<file path="src/tmr_io_pkg.sv">
// constants for the dual timer and parallel port block
package tmr_io_pkg;
  localparam int DW = 8;
  localparam int TW = 16;
  localparam int AW = 4;
  // register select offsets
  localparam logic [3:0] OFF_PA_DATA = 4'h0;
  localparam logic [3:0] OFF_PB_DATA = 4'h1;
  localparam logic [3:0] OFF_PA_DIR = 4'h2;
  localparam logic [3:0] OFF_PB_DIR = 4'h3;
  localparam logic [3:0] OFF_TIMER_A_LOW_BYTE = 4'h4;
  localparam logic [3:0] OFF_TIMER_A_HIGH_BYTE = 4'h5;
  localparam logic [3:0] OFF_TIMER_B_LOW_BYTE = 4'h6;
  localparam logic [3:0] OFF_TIMER_B_HIGH_BYTE = 4'h7;
  localparam logic [3:0] OFF_CTRL_A = 4'hE;
  localparam logic [3:0] OFF_CTRL_B = 4'hF;
  // control register bit positions
  localparam int BIT_RUN = 0;
  localparam int BIT_OUT_EN = 1;
  localparam int BIT_TOGGLE = 2;
  localparam int BIT_ONE_SHOT = 3;
  localparam int BIT_LOAD = 4;
  localparam int BIT_SRC_LO = 5;
  localparam int BIT_SRC_HI = 6;
  // port b lines used by the timer outputs
  localparam int PB_LINE_SIX = 6;
  localparam int PB_LINE_SEVEN = 7;
  // reset values
  localparam logic [7:0] RST_BYTE = 8'h00;
  localparam logic [15:0] RST_WORD = 16'h0000;
  localparam logic [15:0] LATCH_RST = 16'hFFFF;
  // handshake strobe low time in cycles
  localparam logic [1:0] STROBE_CYCLES = 2'h2;
  // timer b count sources
  typedef enum logic [1:0] {
    SRC_CLK = 2'b00,
    SRC_PIN = 2'b01,
    SRC_UFL = 2'b10,
    SRC_UFL_LOW = 2'b11
  } src_b_t;
endpackage

</file>
<file path="src/dual_timer_io_ports.sv">
// dual interval timer with two bidirectional parallel ports
// Overview of operation
// - each port: output register plus direction register
// - port data reads return sampled pin levels
// - port b access pulls strobe low two cycles
// - falling edge on handshake input sets flag
// - timer writes go to latch, reads counter
// - run bit starts or stops counting anytime
// - output enable drives line six or seven
// - underflow toggles output or pulses one cycle
// - toggle output set high on timer start
// - one-shot: underflow, reload, then stop
// - continuous: underflow, reload, keep counting
// - force load copies latch into counter
// - timer a counts clocks or count pin
// - timer b has four selectable count sources
// - load on underflow, force, stopped high write
// - running high write updates only the latch
// - select lines decode ports and timer bytes
// - separate control register for each timer
// - each underflow is distinct interrupt source
`timescale 1ns/1ps
module dual_timer_io_ports
  import tmr_io_pkg::*;
(
  input wire logic i_clk,
  input wire logic i_rst,
  input wire logic i_ce,
  input wire logic i_cs,
  input wire logic i_rd_wr,
  input wire logic [AW-1:0] i_reg_sel,
  input wire logic [DW-1:0] i_wdata,
  output logic [DW-1:0] o_rdata,
  input wire logic [DW-1:0] i_port_a_pins,
  output logic [DW-1:0] o_port_a_pins,
  output logic [DW-1:0] o_port_a_oe,
  input wire logic [DW-1:0] i_port_b_pins,
  output logic [DW-1:0] o_port_b_pins,
  output logic [DW-1:0] o_port_b_oe,
  output logic o_handshake_strobe_out_n,
  input wire logic i_handshake_in_n,
  input wire logic i_count_pin,
  output logic o_handshake_flag,
  output logic o_timer_a_underflow,
  output logic o_timer_b_underflow
);

  logic [DW-1:0] pa_out_ff, pb_out_ff, pa_dir_ff, pb_dir_ff;
  logic [DW-1:0] pa_s1_ff, pa_s2_ff, pb_s1_ff, pb_s2_ff;
  logic hs_s1_ff, hs_s2_ff, hs_d_ff, cnt_s1_ff, cnt_s2_ff, cnt_d_ff;
  logic [1:0] strobe_ff;
  logic flag_ff;
  logic [DW-1:0] ctrl_ff [2];
  logic [TW-1:0] latch_ff [2];
  logic [TW-1:0] count_ff [2];
  logic [1:0] tout_ff, upulse_ff;
  logic [DW-1:0] rdata_ff;
  logic wr, rd, cnt_rise, hs_fall;
  logic [1:0] tick, ufl;

  // one access per enabled cycle with chip select
  assign wr = i_ce & i_cs & ~i_rd_wr;
  assign rd = i_ce & i_cs & i_rd_wr;

  function automatic logic is_reg(input logic [3:0] sel, input logic [3:0] off);
    return sel == off;
  endfunction

  // pins, count pin and handshake input pass two flops
  always_ff @(posedge i_clk) begin
    if (i_rst) begin
      pa_s1_ff <= RST_BYTE;
      pa_s2_ff <= RST_BYTE;
      pb_s1_ff <= RST_BYTE;
      pb_s2_ff <= RST_BYTE;
      hs_s1_ff <= 1'b1;
      hs_s2_ff <= 1'b1;
      hs_d_ff <= 1'b1;
      cnt_s1_ff <= 1'b0;
      cnt_s2_ff <= 1'b0;
      cnt_d_ff <= 1'b0;
    end else if (i_ce) begin
      pa_s1_ff <= i_port_a_pins;
      pa_s2_ff <= pa_s1_ff;
      pb_s1_ff <= i_port_b_pins;
      pb_s2_ff <= pb_s1_ff;
      hs_s1_ff <= i_handshake_in_n;
      hs_s2_ff <= hs_s1_ff;
      hs_d_ff <= hs_s2_ff;
      cnt_s1_ff <= i_count_pin;
      cnt_s2_ff <= cnt_s1_ff;
      cnt_d_ff <= cnt_s2_ff;
    end
  end

  assign cnt_rise = cnt_s2_ff & ~cnt_d_ff;
  assign hs_fall = hs_d_ff & ~hs_s2_ff;

  // port data and direction registers
  always_ff @(posedge i_clk) begin
    if (i_rst) begin
      pa_out_ff <= RST_BYTE;
      pb_out_ff <= RST_BYTE;
      pa_dir_ff <= RST_BYTE;
      pb_dir_ff <= RST_BYTE;
    end else if (wr) begin
      if (is_reg(i_reg_sel, OFF_PA_DATA)) begin
        pa_out_ff <= i_wdata;
      end else if (is_reg(i_reg_sel, OFF_PB_DATA)) begin
        pb_out_ff <= i_wdata;
      end else if (is_reg(i_reg_sel, OFF_PA_DIR)) begin
        pa_dir_ff <= i_wdata;
      end else if (is_reg(i_reg_sel, OFF_PB_DIR)) begin
        pb_dir_ff <= i_wdata;
      end
    end
  end

  // handshake strobe low for two cycles after port b access
  always_ff @(posedge i_clk) begin
    if (i_rst) begin
      strobe_ff <= 2'h0;
    end else if (i_ce) begin
      if ((wr | rd) && is_reg(i_reg_sel, OFF_PB_DATA)) begin
        strobe_ff <= STROBE_CYCLES;
      end else if (strobe_ff != 2'h0) begin
        strobe_ff <= strobe_ff - 2'h1;
      end
    end
  end
  assign o_handshake_strobe_out_n = (strobe_ff == 2'h0);

  // handshake flag: set by falling edge, cleared on a read of port b data
  always_ff @(posedge i_clk) begin
    if (i_rst) begin
      flag_ff <= 1'b0;
    end else if (i_ce) begin
      if (hs_fall) begin
        flag_ff <= 1'b1;
      end else if (rd && is_reg(i_reg_sel, OFF_PB_DATA)) begin
        flag_ff <= 1'b0;
      end
    end
  end
  assign o_handshake_flag = flag_ff;

  // count enables per timer
  always_comb begin
    tick[0] = ctrl_ff[0][BIT_RUN] &
              (ctrl_ff[0][BIT_SRC_LO] ? cnt_rise : 1'b1);
    ufl[0] = (count_ff[0] == RST_WORD) & tick[0];
    tick[1] = 1'b0;
    case (src_b_t'({ctrl_ff[1][BIT_SRC_HI], ctrl_ff[1][BIT_SRC_LO]}))
      SRC_CLK: tick[1] = 1'b1;
      SRC_PIN: tick[1] = cnt_rise;
      SRC_UFL: tick[1] = ufl[0];
      SRC_UFL_LOW: tick[1] = ufl[0] & ~cnt_s2_ff;
      default: tick[1] = 1'b0;
    endcase
    tick[1] = tick[1] & ctrl_ff[1][BIT_RUN];
    ufl[1] = (count_ff[1] == RST_WORD) & tick[1];
  end

  // per-timer latch, counter, control and output
  for (genvar t = 0; t < 2; t++) begin : g_tmr
    localparam logic [3:0] OFF_LO = t == 0 ? OFF_TIMER_A_LOW_BYTE : OFF_TIMER_B_LOW_BYTE;
    localparam logic [3:0] OFF_HI = t == 0 ? OFF_TIMER_A_HIGH_BYTE : OFF_TIMER_B_HIGH_BYTE;
    localparam logic [3:0] OFF_CR = t == 0 ? OFF_CTRL_A : OFF_CTRL_B;
    logic wr_hi, wr_cr, force_ld;
    assign wr_hi = wr & is_reg(i_reg_sel, OFF_HI);
    assign wr_cr = wr & is_reg(i_reg_sel, OFF_CR);
    assign force_ld = wr_cr & i_wdata[BIT_LOAD];

    // reload latch: every written timer byte goes here
    always_ff @(posedge i_clk) begin
      if (i_rst) begin
        latch_ff[t] <= LATCH_RST;
      end else if (wr && is_reg(i_reg_sel, OFF_LO)) begin
        latch_ff[t][DW-1:0] <= i_wdata;
      end else if (wr_hi) begin
        latch_ff[t][TW-1:DW] <= i_wdata;
      end
    end

    // control register; run bit cleared by one-shot underflow
    always_ff @(posedge i_clk) begin
      if (i_rst) begin
        ctrl_ff[t] <= RST_BYTE;
      end else if (wr_cr) begin
        ctrl_ff[t] <= i_wdata & ~(8'h01 << BIT_LOAD);
      end else if (i_ce && ufl[t] && ctrl_ff[t][BIT_ONE_SHOT]) begin
        ctrl_ff[t][BIT_RUN] <= 1'b0;
      end
    end

    // down counter with reload sources
    always_ff @(posedge i_clk) begin
      if (i_rst) begin
        count_ff[t] <= RST_WORD;
      end else if (i_ce) begin
        if (force_ld) begin
          count_ff[t] <= latch_ff[t];
        end else if (wr_hi && !ctrl_ff[t][BIT_RUN]) begin
          count_ff[t] <= {i_wdata, latch_ff[t][DW-1:0]};
        end else if (ufl[t]) begin
          count_ff[t] <= latch_ff[t];
        end else if (tick[t]) begin
          count_ff[t] <= count_ff[t] - 16'h0001;
        end
      end
    end

    // toggle level and one-cycle pulse
    always_ff @(posedge i_clk) begin
      if (i_rst) begin
        tout_ff[t] <= 1'b0;
        upulse_ff[t] <= 1'b0;
      end else if (i_ce) begin
        upulse_ff[t] <= ufl[t];
        if (wr_cr && i_wdata[BIT_RUN] && !ctrl_ff[t][BIT_RUN]) begin
          tout_ff[t] <= 1'b1;
        end else if (ufl[t]) begin
          tout_ff[t] <= ~tout_ff[t];
        end
      end
    end
  end

  assign o_timer_a_underflow = upulse_ff[0];
  assign o_timer_b_underflow = upulse_ff[1];

  // pins: timer outputs override lines six and seven
  always_comb begin
    o_port_a_pins = pa_out_ff;
    o_port_a_oe = pa_dir_ff;
    o_port_b_pins = pb_out_ff;
    o_port_b_oe = pb_dir_ff;
    if (ctrl_ff[0][BIT_OUT_EN]) begin
      o_port_b_oe[PB_LINE_SIX] = 1'b1;
      o_port_b_pins[PB_LINE_SIX] = ctrl_ff[0][BIT_TOGGLE] ? tout_ff[0] : upulse_ff[0];
    end
    if (ctrl_ff[1][BIT_OUT_EN]) begin
      o_port_b_oe[PB_LINE_SEVEN] = 1'b1;
      o_port_b_pins[PB_LINE_SEVEN] = ctrl_ff[1][BIT_TOGGLE] ? tout_ff[1] : upulse_ff[1];
    end
  end

  // registered read data
  always_ff @(posedge i_clk) begin
    if (i_rst) begin
      rdata_ff <= RST_BYTE;
    end else if (rd) begin
      if (is_reg(i_reg_sel, OFF_PA_DATA)) begin
        rdata_ff <= pa_s2_ff;
      end else if (is_reg(i_reg_sel, OFF_PB_DATA)) begin
        rdata_ff <= pb_s2_ff;
      end else if (is_reg(i_reg_sel, OFF_PA_DIR)) begin
        rdata_ff <= pa_dir_ff;
      end else if (is_reg(i_reg_sel, OFF_PB_DIR)) begin
        rdata_ff <= pb_dir_ff;
      end else if (is_reg(i_reg_sel, OFF_TIMER_A_LOW_BYTE)) begin
        rdata_ff <= count_ff[0][DW-1:0];
      end else if (is_reg(i_reg_sel, OFF_TIMER_A_HIGH_BYTE)) begin
        rdata_ff <= count_ff[0][TW-1:DW];
      end else if (is_reg(i_reg_sel, OFF_TIMER_B_LOW_BYTE)) begin
        rdata_ff <= count_ff[1][DW-1:0];
      end else if (is_reg(i_reg_sel, OFF_TIMER_B_HIGH_BYTE)) begin
        rdata_ff <= count_ff[1][TW-1:DW];
      end else if (is_reg(i_reg_sel, OFF_CTRL_A)) begin
        rdata_ff <= ctrl_ff[0];
      end else if (is_reg(i_reg_sel, OFF_CTRL_B)) begin
        rdata_ff <= ctrl_ff[1];
      end else begin
        rdata_ff <= RST_BYTE;
      end
    end
  end
  assign o_rdata = rdata_ff;
endmodule // dual_timer_io_ports

</file>
<file path="config.mk">
export PLATFORM = sky130hd
export DESIGN_NAME = dual_timer_io_ports
export DESIGN_NICKNAME = d
export VERILOG_FILES = /design/src/tmr_io_pkg.sv /design/src/dual_timer_io_ports.sv
export SDC_FILE = /design/constraint.sdc
export NUM_CORES = 1
export LEC_CHECK = 0
export ABC_AREA = 1
export BUFFER_PORTS_ARGS = -buffer_cell sky130_fd_sc_hd__buf_4
export CAP_MARGIN = 20
export CORE_UTILIZATION = 40
export DETAILED_ROUTE_END_ITERATION = 12
export SKIP_CTS_REPAIR_TIMING = 1
export SYNTH_ARGS = -nofsm -noshare
export SYNTH_HDL_FRONTEND = slang
export SYNTH_SLANG_ARGS = --single-unit
export TNS_END_PERCENT = 1
</file>
<file path="constraint.sdc">
create_clock -name i_clk -period 2.3 [get_ports i_clk]
set_clock_uncertainty 0.15 [all_clocks]
set_input_delay 0.46 -clock i_clk [delete_from_list [all_inputs] [get_ports i_clk]]
set_output_delay 0.46 -clock i_clk [all_outputs]
set_load 0.03 [all_outputs]
</file>
==> metrics, run 1 <==
outcome finished with violations; violated checks negative setup slack; Async S/R FF share, synth 0%; vias between 7000 and 8000; Worst Path Buf+Inv 2; RSZ-0062 raised after global routing true; global-route wire length before repair approximately 35 mm; Fillers approximately 1900; Die Ht between 100 and 150 um; clk_lat worst skew 0.43 ns; Mapped Cells approximately 1000; Flop pwr share slightly below 50%; root buffer cell clkbuf_16; Critical Path Slowest Stage Cell edfxtp_1; IO buf count 78; Leak about 0.0044 uW; Seq/Total Area, Yosys 50.0%; combinational power share 11.0%; P_sw 1760 uW; total length of routed wires around 22 mm; WP data arrival 2.33 ns; Critical Path Max Stage Delay 0.41 ns; RePlAce Congestion about 0.9; Int Pwr 4980 uW; Die Span X ~140 um; wire length on met1 10.1 mm; placed insts ~1400; GR Util All Layers about 23%; Worst Path Required between 2 and 2.5 ns; Worst Hold Class in -> reg; Seq cells post-synth approximately 160; top post-synthesis cells by area edfxtp_1, dfxtp_1, nand2_1, o21ai_0, nor2_1; Initial DRC Count 634; top-count cell post-synth nand2_1; worst hold slack roughly 0.098 ns; final worst slack -0.0364 ns; Synth Warn # 0; Rel. slew slack between 60% and 70%; fraction of layout cells with a size suffix above 1 roughly 22%; routed wl met2 roughly 11 mm; Tcrit/Tclk final 102%; largest net degree at the start of global routing 66; die area slightly above 0.02 mm2; I/O pins just under 80; DRC errors left 0; worst-path maximum fanout 8; Top FF cell, synth dfxtp_1; Initial Utilization between 40% and 50%; fin crit period 2.34 ns; CTS Buffer Depth 2; Syn Nets between 1000 and 1500; Place WS -0.0433 ns; CTS tree built; Antenna Violating Nets Remaining 0; max frequency 428 MHz; crit path cell chain inv_2 -> ha_4 -> nand2_4 -> nor2_4 -> nand4_4 -> o21bai_4 -> nand2_2 -> nor2_4 -> nand3_4 -> nand3_4 -> clkbuf_16; vias in the first global route between 6000 and 7000; core area between 0.015 and 0.02 mm2; DR vias/cell ~5; maximum capacitance violations 0; number of synthesized flops with an enable pin 78; synth cell count leaders nand2_1, nor2_1, o21ai_0; fin cells around 1400; Post-Syn Area between 0.008 and 0.009 mm2; Synth area leader edfxtp_1; top cell type's share of synthesized area between 20% and 30%; GR Overflow Total 0; nets ~1200; top sig layer met4; actual slew at the worst max-slew pin between 0.5 and 0.6 ns; Clk pwr share between 40% and 50%; clk sinks about 160; # diodes 0; initial antenna violation count 0; Worst setup SP type flop; CTS HTree Levels 4; VDD IR max approximately 0.55 mV; clk slew on worst S/H paths about 0.070 ns; WL met3 roughly 1.3 mm; crit-path leading delay family simple AND/OR/NAND/NOR gates; Core Rows a little over 50; endpoint class of the critical path flop; drt first pass iters 6; Area Growth Syn to Fin 24.4%; CTS buffer count 17; Net Sw Frac between 20% and 30%; dpl hpwl between 15 and 20 mm; Final Setup Violations 16; Final Hold Viols 0; post-synthesis area per instance 8.05 um2; WL/cell approximately 16 um; Slew Viols, Final 0; Distinct cells, synth 44; critical path class reg -> reg; power density over the cells roughly 670 mW/mm2
## final timing paths
kind | depth (start not counted) | from | end | slack, ns
worst max-delay path | 11 | count_ff[0][1]$_DFFE_PP_ | count_ff[1][1]$_SDFFCE_PN0P_ | -0.04
worst max register to register | 11 | count_ff[0][1]$_DFFE_PP_ | count_ff[1][1]$_SDFFCE_PN0P_ | -0.04
worst min-delay path | 3 | i_port_b_pins[1] | pb_s1_ff[1]$_SDFFE_PP0P_ | 0.1
worst min register to register | 2 | pa_s2_ff[7]$_SDFFE_PP0P_ | pa_s2_ff[7]$_SDFFE_PP0P_ | 0.30
## final cells by class
class	instances	area (um2)	area share, %
flip-flops and latches	163	4040	40.2
multi-input cells	672	3450	34.3
repair buffers	151	1230	12.2
clock buffers	21	482	4.79
inverters	116	435	4.33
well taps	265	332	3.30
clock inverters	11	88.8	0.884
## state kept, by name, indices dropped and copies added, names as in the netlist, 2 cells and up
signal and cells:
count_ff 32, ctrl_ff 14, latch_ff 32, o_port_a_oe 8, o_port_a_pins 8, o_rdata 8
pa_s1_ff 8, pa_s2_ff 8, pb_dir_ff 8, pb_out_ff 8, pb_s1_ff 8, pb_s2_ff 8
strobe_ff 2, tout_ff 2
## cells by family after synthesis
group / after synthesis / synth area share (%)
flops: 163 / 50.0
simple gates: 439 / 24.4
compound gates: 210 / 14.0
buf+inv: 169 / 8.92
xor+xnor: 20 / 2.17
fa+ha+maj: 3 / 0.464
## routing by layer
layer	up-vias	track usage (%)
met3	43	4.50
met4	0	9.53
met2	201	36.0
met5	-	0
li1	3549	-
met1	3209	30.2
## stage by stage
stage               cell area, um2  setup TNS (ns)  util (%)  total power (uW)
finish                       10100          -0.301      51.2              6730
global route                 10100           -1.84      51.2              6980
CTS                           9820           -1.10      50.0              6740
detailed placement            9250          -0.769      47.1              4020
global placement              9250          -0.333      47.1              4010
floorplan                     8090           -2.32         -              3710
## worst register-to-register path, cell delays in order, from the launching register on
cell       delay [ns]
edfxtp_1         0.41
inv_2            0.11
ha_4             0.15
nand2_4          0.06
nor2_4           0.13
nand4_4          0.16
o21bai_4         0.21
nand2_2          0.10
nor2_4           0.15
nand3_4          0.12
nand3_4          0.14
clkbuf_16        0.17
## power by group through the flow
stage	clock network, uW	logic [uW]	registers (uW)
final	2740	742	3250
after global placement	0	699	3310
after global routing	2900	815	3270
after CTS	2780	705	3250
after detailed placement	0	702	3310
after floorplan	0	396	3310
## cell usage in the layout, fill, tap and decap left out, drive strengths merged, types with 8 or more instances in the layout
cell type / n
a21oi: 67
xor2: 16
nand3: 28
o211ai: 8
nor2: 137
o21ai: 110
clkbuf: 22
buf: 150
nor3: 13
dfxtp: 85
nand2: 222
inv: 120
nand4: 30
edfxtp: 78
No activity file was read; power rests on OpenSTA's default activity.
==> run 2, diff against run 1 <==
- CORE_UTILIZATION: 40 -> 42
==> metrics, run 2 (synthesis gave the netlist of run 1 again) <==
GR Util All Layers 23.9% (+1.2 points); Regs by FF count count_ff (32), latch_ff (32), ctrl_ff (14); Die Span X 141 um (-2.4%); most common cell after layout, fill and taps aside nand2_1; dpl hpwl 16.5 mm (+0.42%); actual slew at the worst max-slew pin 0.514 ns (-0.0589 ns); Area Growth Syn to Fin 24.2%; Hold Path Depth 3 (unchanged); nets 1162 (+0.26%); DRC errors left 0 (unchanged); root buffer cell clkbuf_16; Worst Path Required 2.30 ns (about the same); violated checks negative setup slack; CTS tree built; Reg2Reg Depth 11 (unchanged); crit-path leading delay family simple AND/OR/NAND/NOR gates; Critical Path Max Stage Delay 0.41 ns (about the same); Final Hold Viols 0 (unchanged); IO buf count 78 (unchanged); drt first pass iters 7 (+1); outcome finished with violations; vias 7146 (+2.1%); Initial DRC Count 479 (-24%); DR vias/cell 5.21 (+4.1%); clk_lat worst skew 0.44 ns (about the same); Die Ht 141 um (-2.4%); clk sinks 163 (unchanged); final worst slack -0.0394 ns (-0.00294 ns); Initial Utilization 43.1% (+1.9 points); total length of routed wires 23.2 mm (+3.0%); maximum capacitance violations 0 (unchanged); RSZ-0062 raised after global routing true; power density over the cells 687 mW/mm2 (+2.5%); CTS buffer count 17 (unchanged); RePlAce Congestion 0.939 (+4.1%); vias in the first global route 6502 (+0.37%); Antenna Violating Nets Remaining 0 (unchanged); most frequent cells in the layout nand2_1, buf_4, nor2_1; Core Rows 50 (-2.0%); Worst Hold Class in -> reg; # diodes 0 (unchanged); worst-path maximum fanout 8 (unchanged); global-route wire length before repair 35.7 mm (+1.9%); I/O pins 79 (unchanged); Worst Path Buf+Inv 2 (unchanged); fraction of layout cells with a size suffix above 1 22.6% (+0.29 points); fin crit period 2.34 ns (+0.00294 ns); Slew Viols, Final 0 (unchanged); endpoint class of the critical path flop; WP data arrival 2.34 ns (about the same); Rel. slew slack 65.5% (+3.7 points); clk slew on worst S/H paths 0.07 ns (about the same); initial antenna violation count 0 (unchanged); critical path class reg -> reg; CTS Buffer Depth 2 (unchanged); crit path cell chain inv_2 -> ha_4 -> nand2_4 -> nor2_4 -> nand4_4 -> o21bai_4 -> nand2_2 -> nor2_4 -> nand3_4 -> nand3_4 -> clkbuf_16; Tot Pwr 6900 uW (+2.4%); core area 0.0188 mm2 (-4.5%); Worst setup SP type flop; VDD IR max 0.512 mV (-7.4%); CTS HTree Levels 4 (unchanged); Critical Path Slowest Stage Cell edfxtp_1; GR Overflow Total 0 (unchanged); WL/cell 16.9 um (+5.1%); largest net degree at the start of global routing 50 (-24%); setup TNS -0.477 ns (-0.176 ns); Leak 0.00440 uW (+0.39%); max frequency 427 MHz (-0.13%); Stages on worst setup path 11 (unchanged); die area 0.0198 mm2 (-4.7%); Tcrit/Tclk final 102% (+0.13 points); Final Setup Violations 16 (unchanged)
==> run 2: cell count changes in the layout (fill, tap and decap cells not counted), sizes merged <==
cell	previous run	this run
clkbuf	22	20
buf	150	153
inv	120	121
bufinv	0	1
==> run 2: worst paths after layout <==
path | slack [ns] | from | endpoint
setup / recovery | -0.04 | count_ff[0][0]$_DFFE_PP_ | count_ff[1][8]$_SDFFCE_PN0P_
hold / removal | 0.09 | i_handshake_in_n | hs_s1_ff$_SDFFE_PP1P_
setup reg to reg | -0.04 | count_ff[0][0]$_DFFE_PP_ | count_ff[1][8]$_SDFFCE_PN0P_
hold reg to reg | 0.30 | pa_s2_ff[7]$_SDFFE_PP0P_ | pa_s2_ff[7]$_SDFFE_PP0P_
==> run 2: metal layers <==
metal | vias to the layer above | global-route usage [%] | share of wire (%)
met3 | 50 | 4.52 | 6.0
met2 | 246 | 38.7 | 48
met1 | 3296 | 31.3 | 44
met4 | 0 | 10.0 | 2.9
li1 | 3554 | - | -
met5 | - | 0 | 0
==> run 2: stage by stage <==
step / area, um2 / worst slack, ns / hold slack (ns) / utilization, % / instances
2_1_floorplan: 8090 / -0.145 / 0.279 / - / 1004
3_3_place_gp: 9210 / -0.0411 / 0.289 / 49.1 / 1325
3_5_place_dp: 9210 / -0.0813 / 0.296 / 49.1 / 1325
4_1_cts: 9800 / -0.0652 / 0.0844 / 52.2 / 1357
5_1_grt: 10000 / -0.116 / 0.0873 / 53.5 / 1371
6_report: 10000 / -0.0394 / 0.0850 / 53.5 / 1371
==> run 2: area by class of cell <==
type                            count  area (um2)
Fill cell                        1793        8730
Sequential cell                   163        4040
Multi-Input combinational cell    672        3440
Timing Repair Buffer              154        1240
Clock buffer                       19         454
Inverter                          116         435
Tap cell                          234         293
Clock inverter                     13         140
==> run 2: where the power goes <==
part | switching (uW) | internal [uW] | leakage, uW | total [uW]
registers | 77.2 | 3170 | 0.00148 | 3250
logic | 474 | 280 | 0.00262 | 754
clock network | 1300 | 1600 | 0.000295 | 2890
total | 1850 | 5050 | 0.00440 | 6900
==> run 2: worst min-delay path: cells and delay by family <==
kind	cells	cell delay (ns)
simple gates	2	0.10
buf+inv	1	0.08
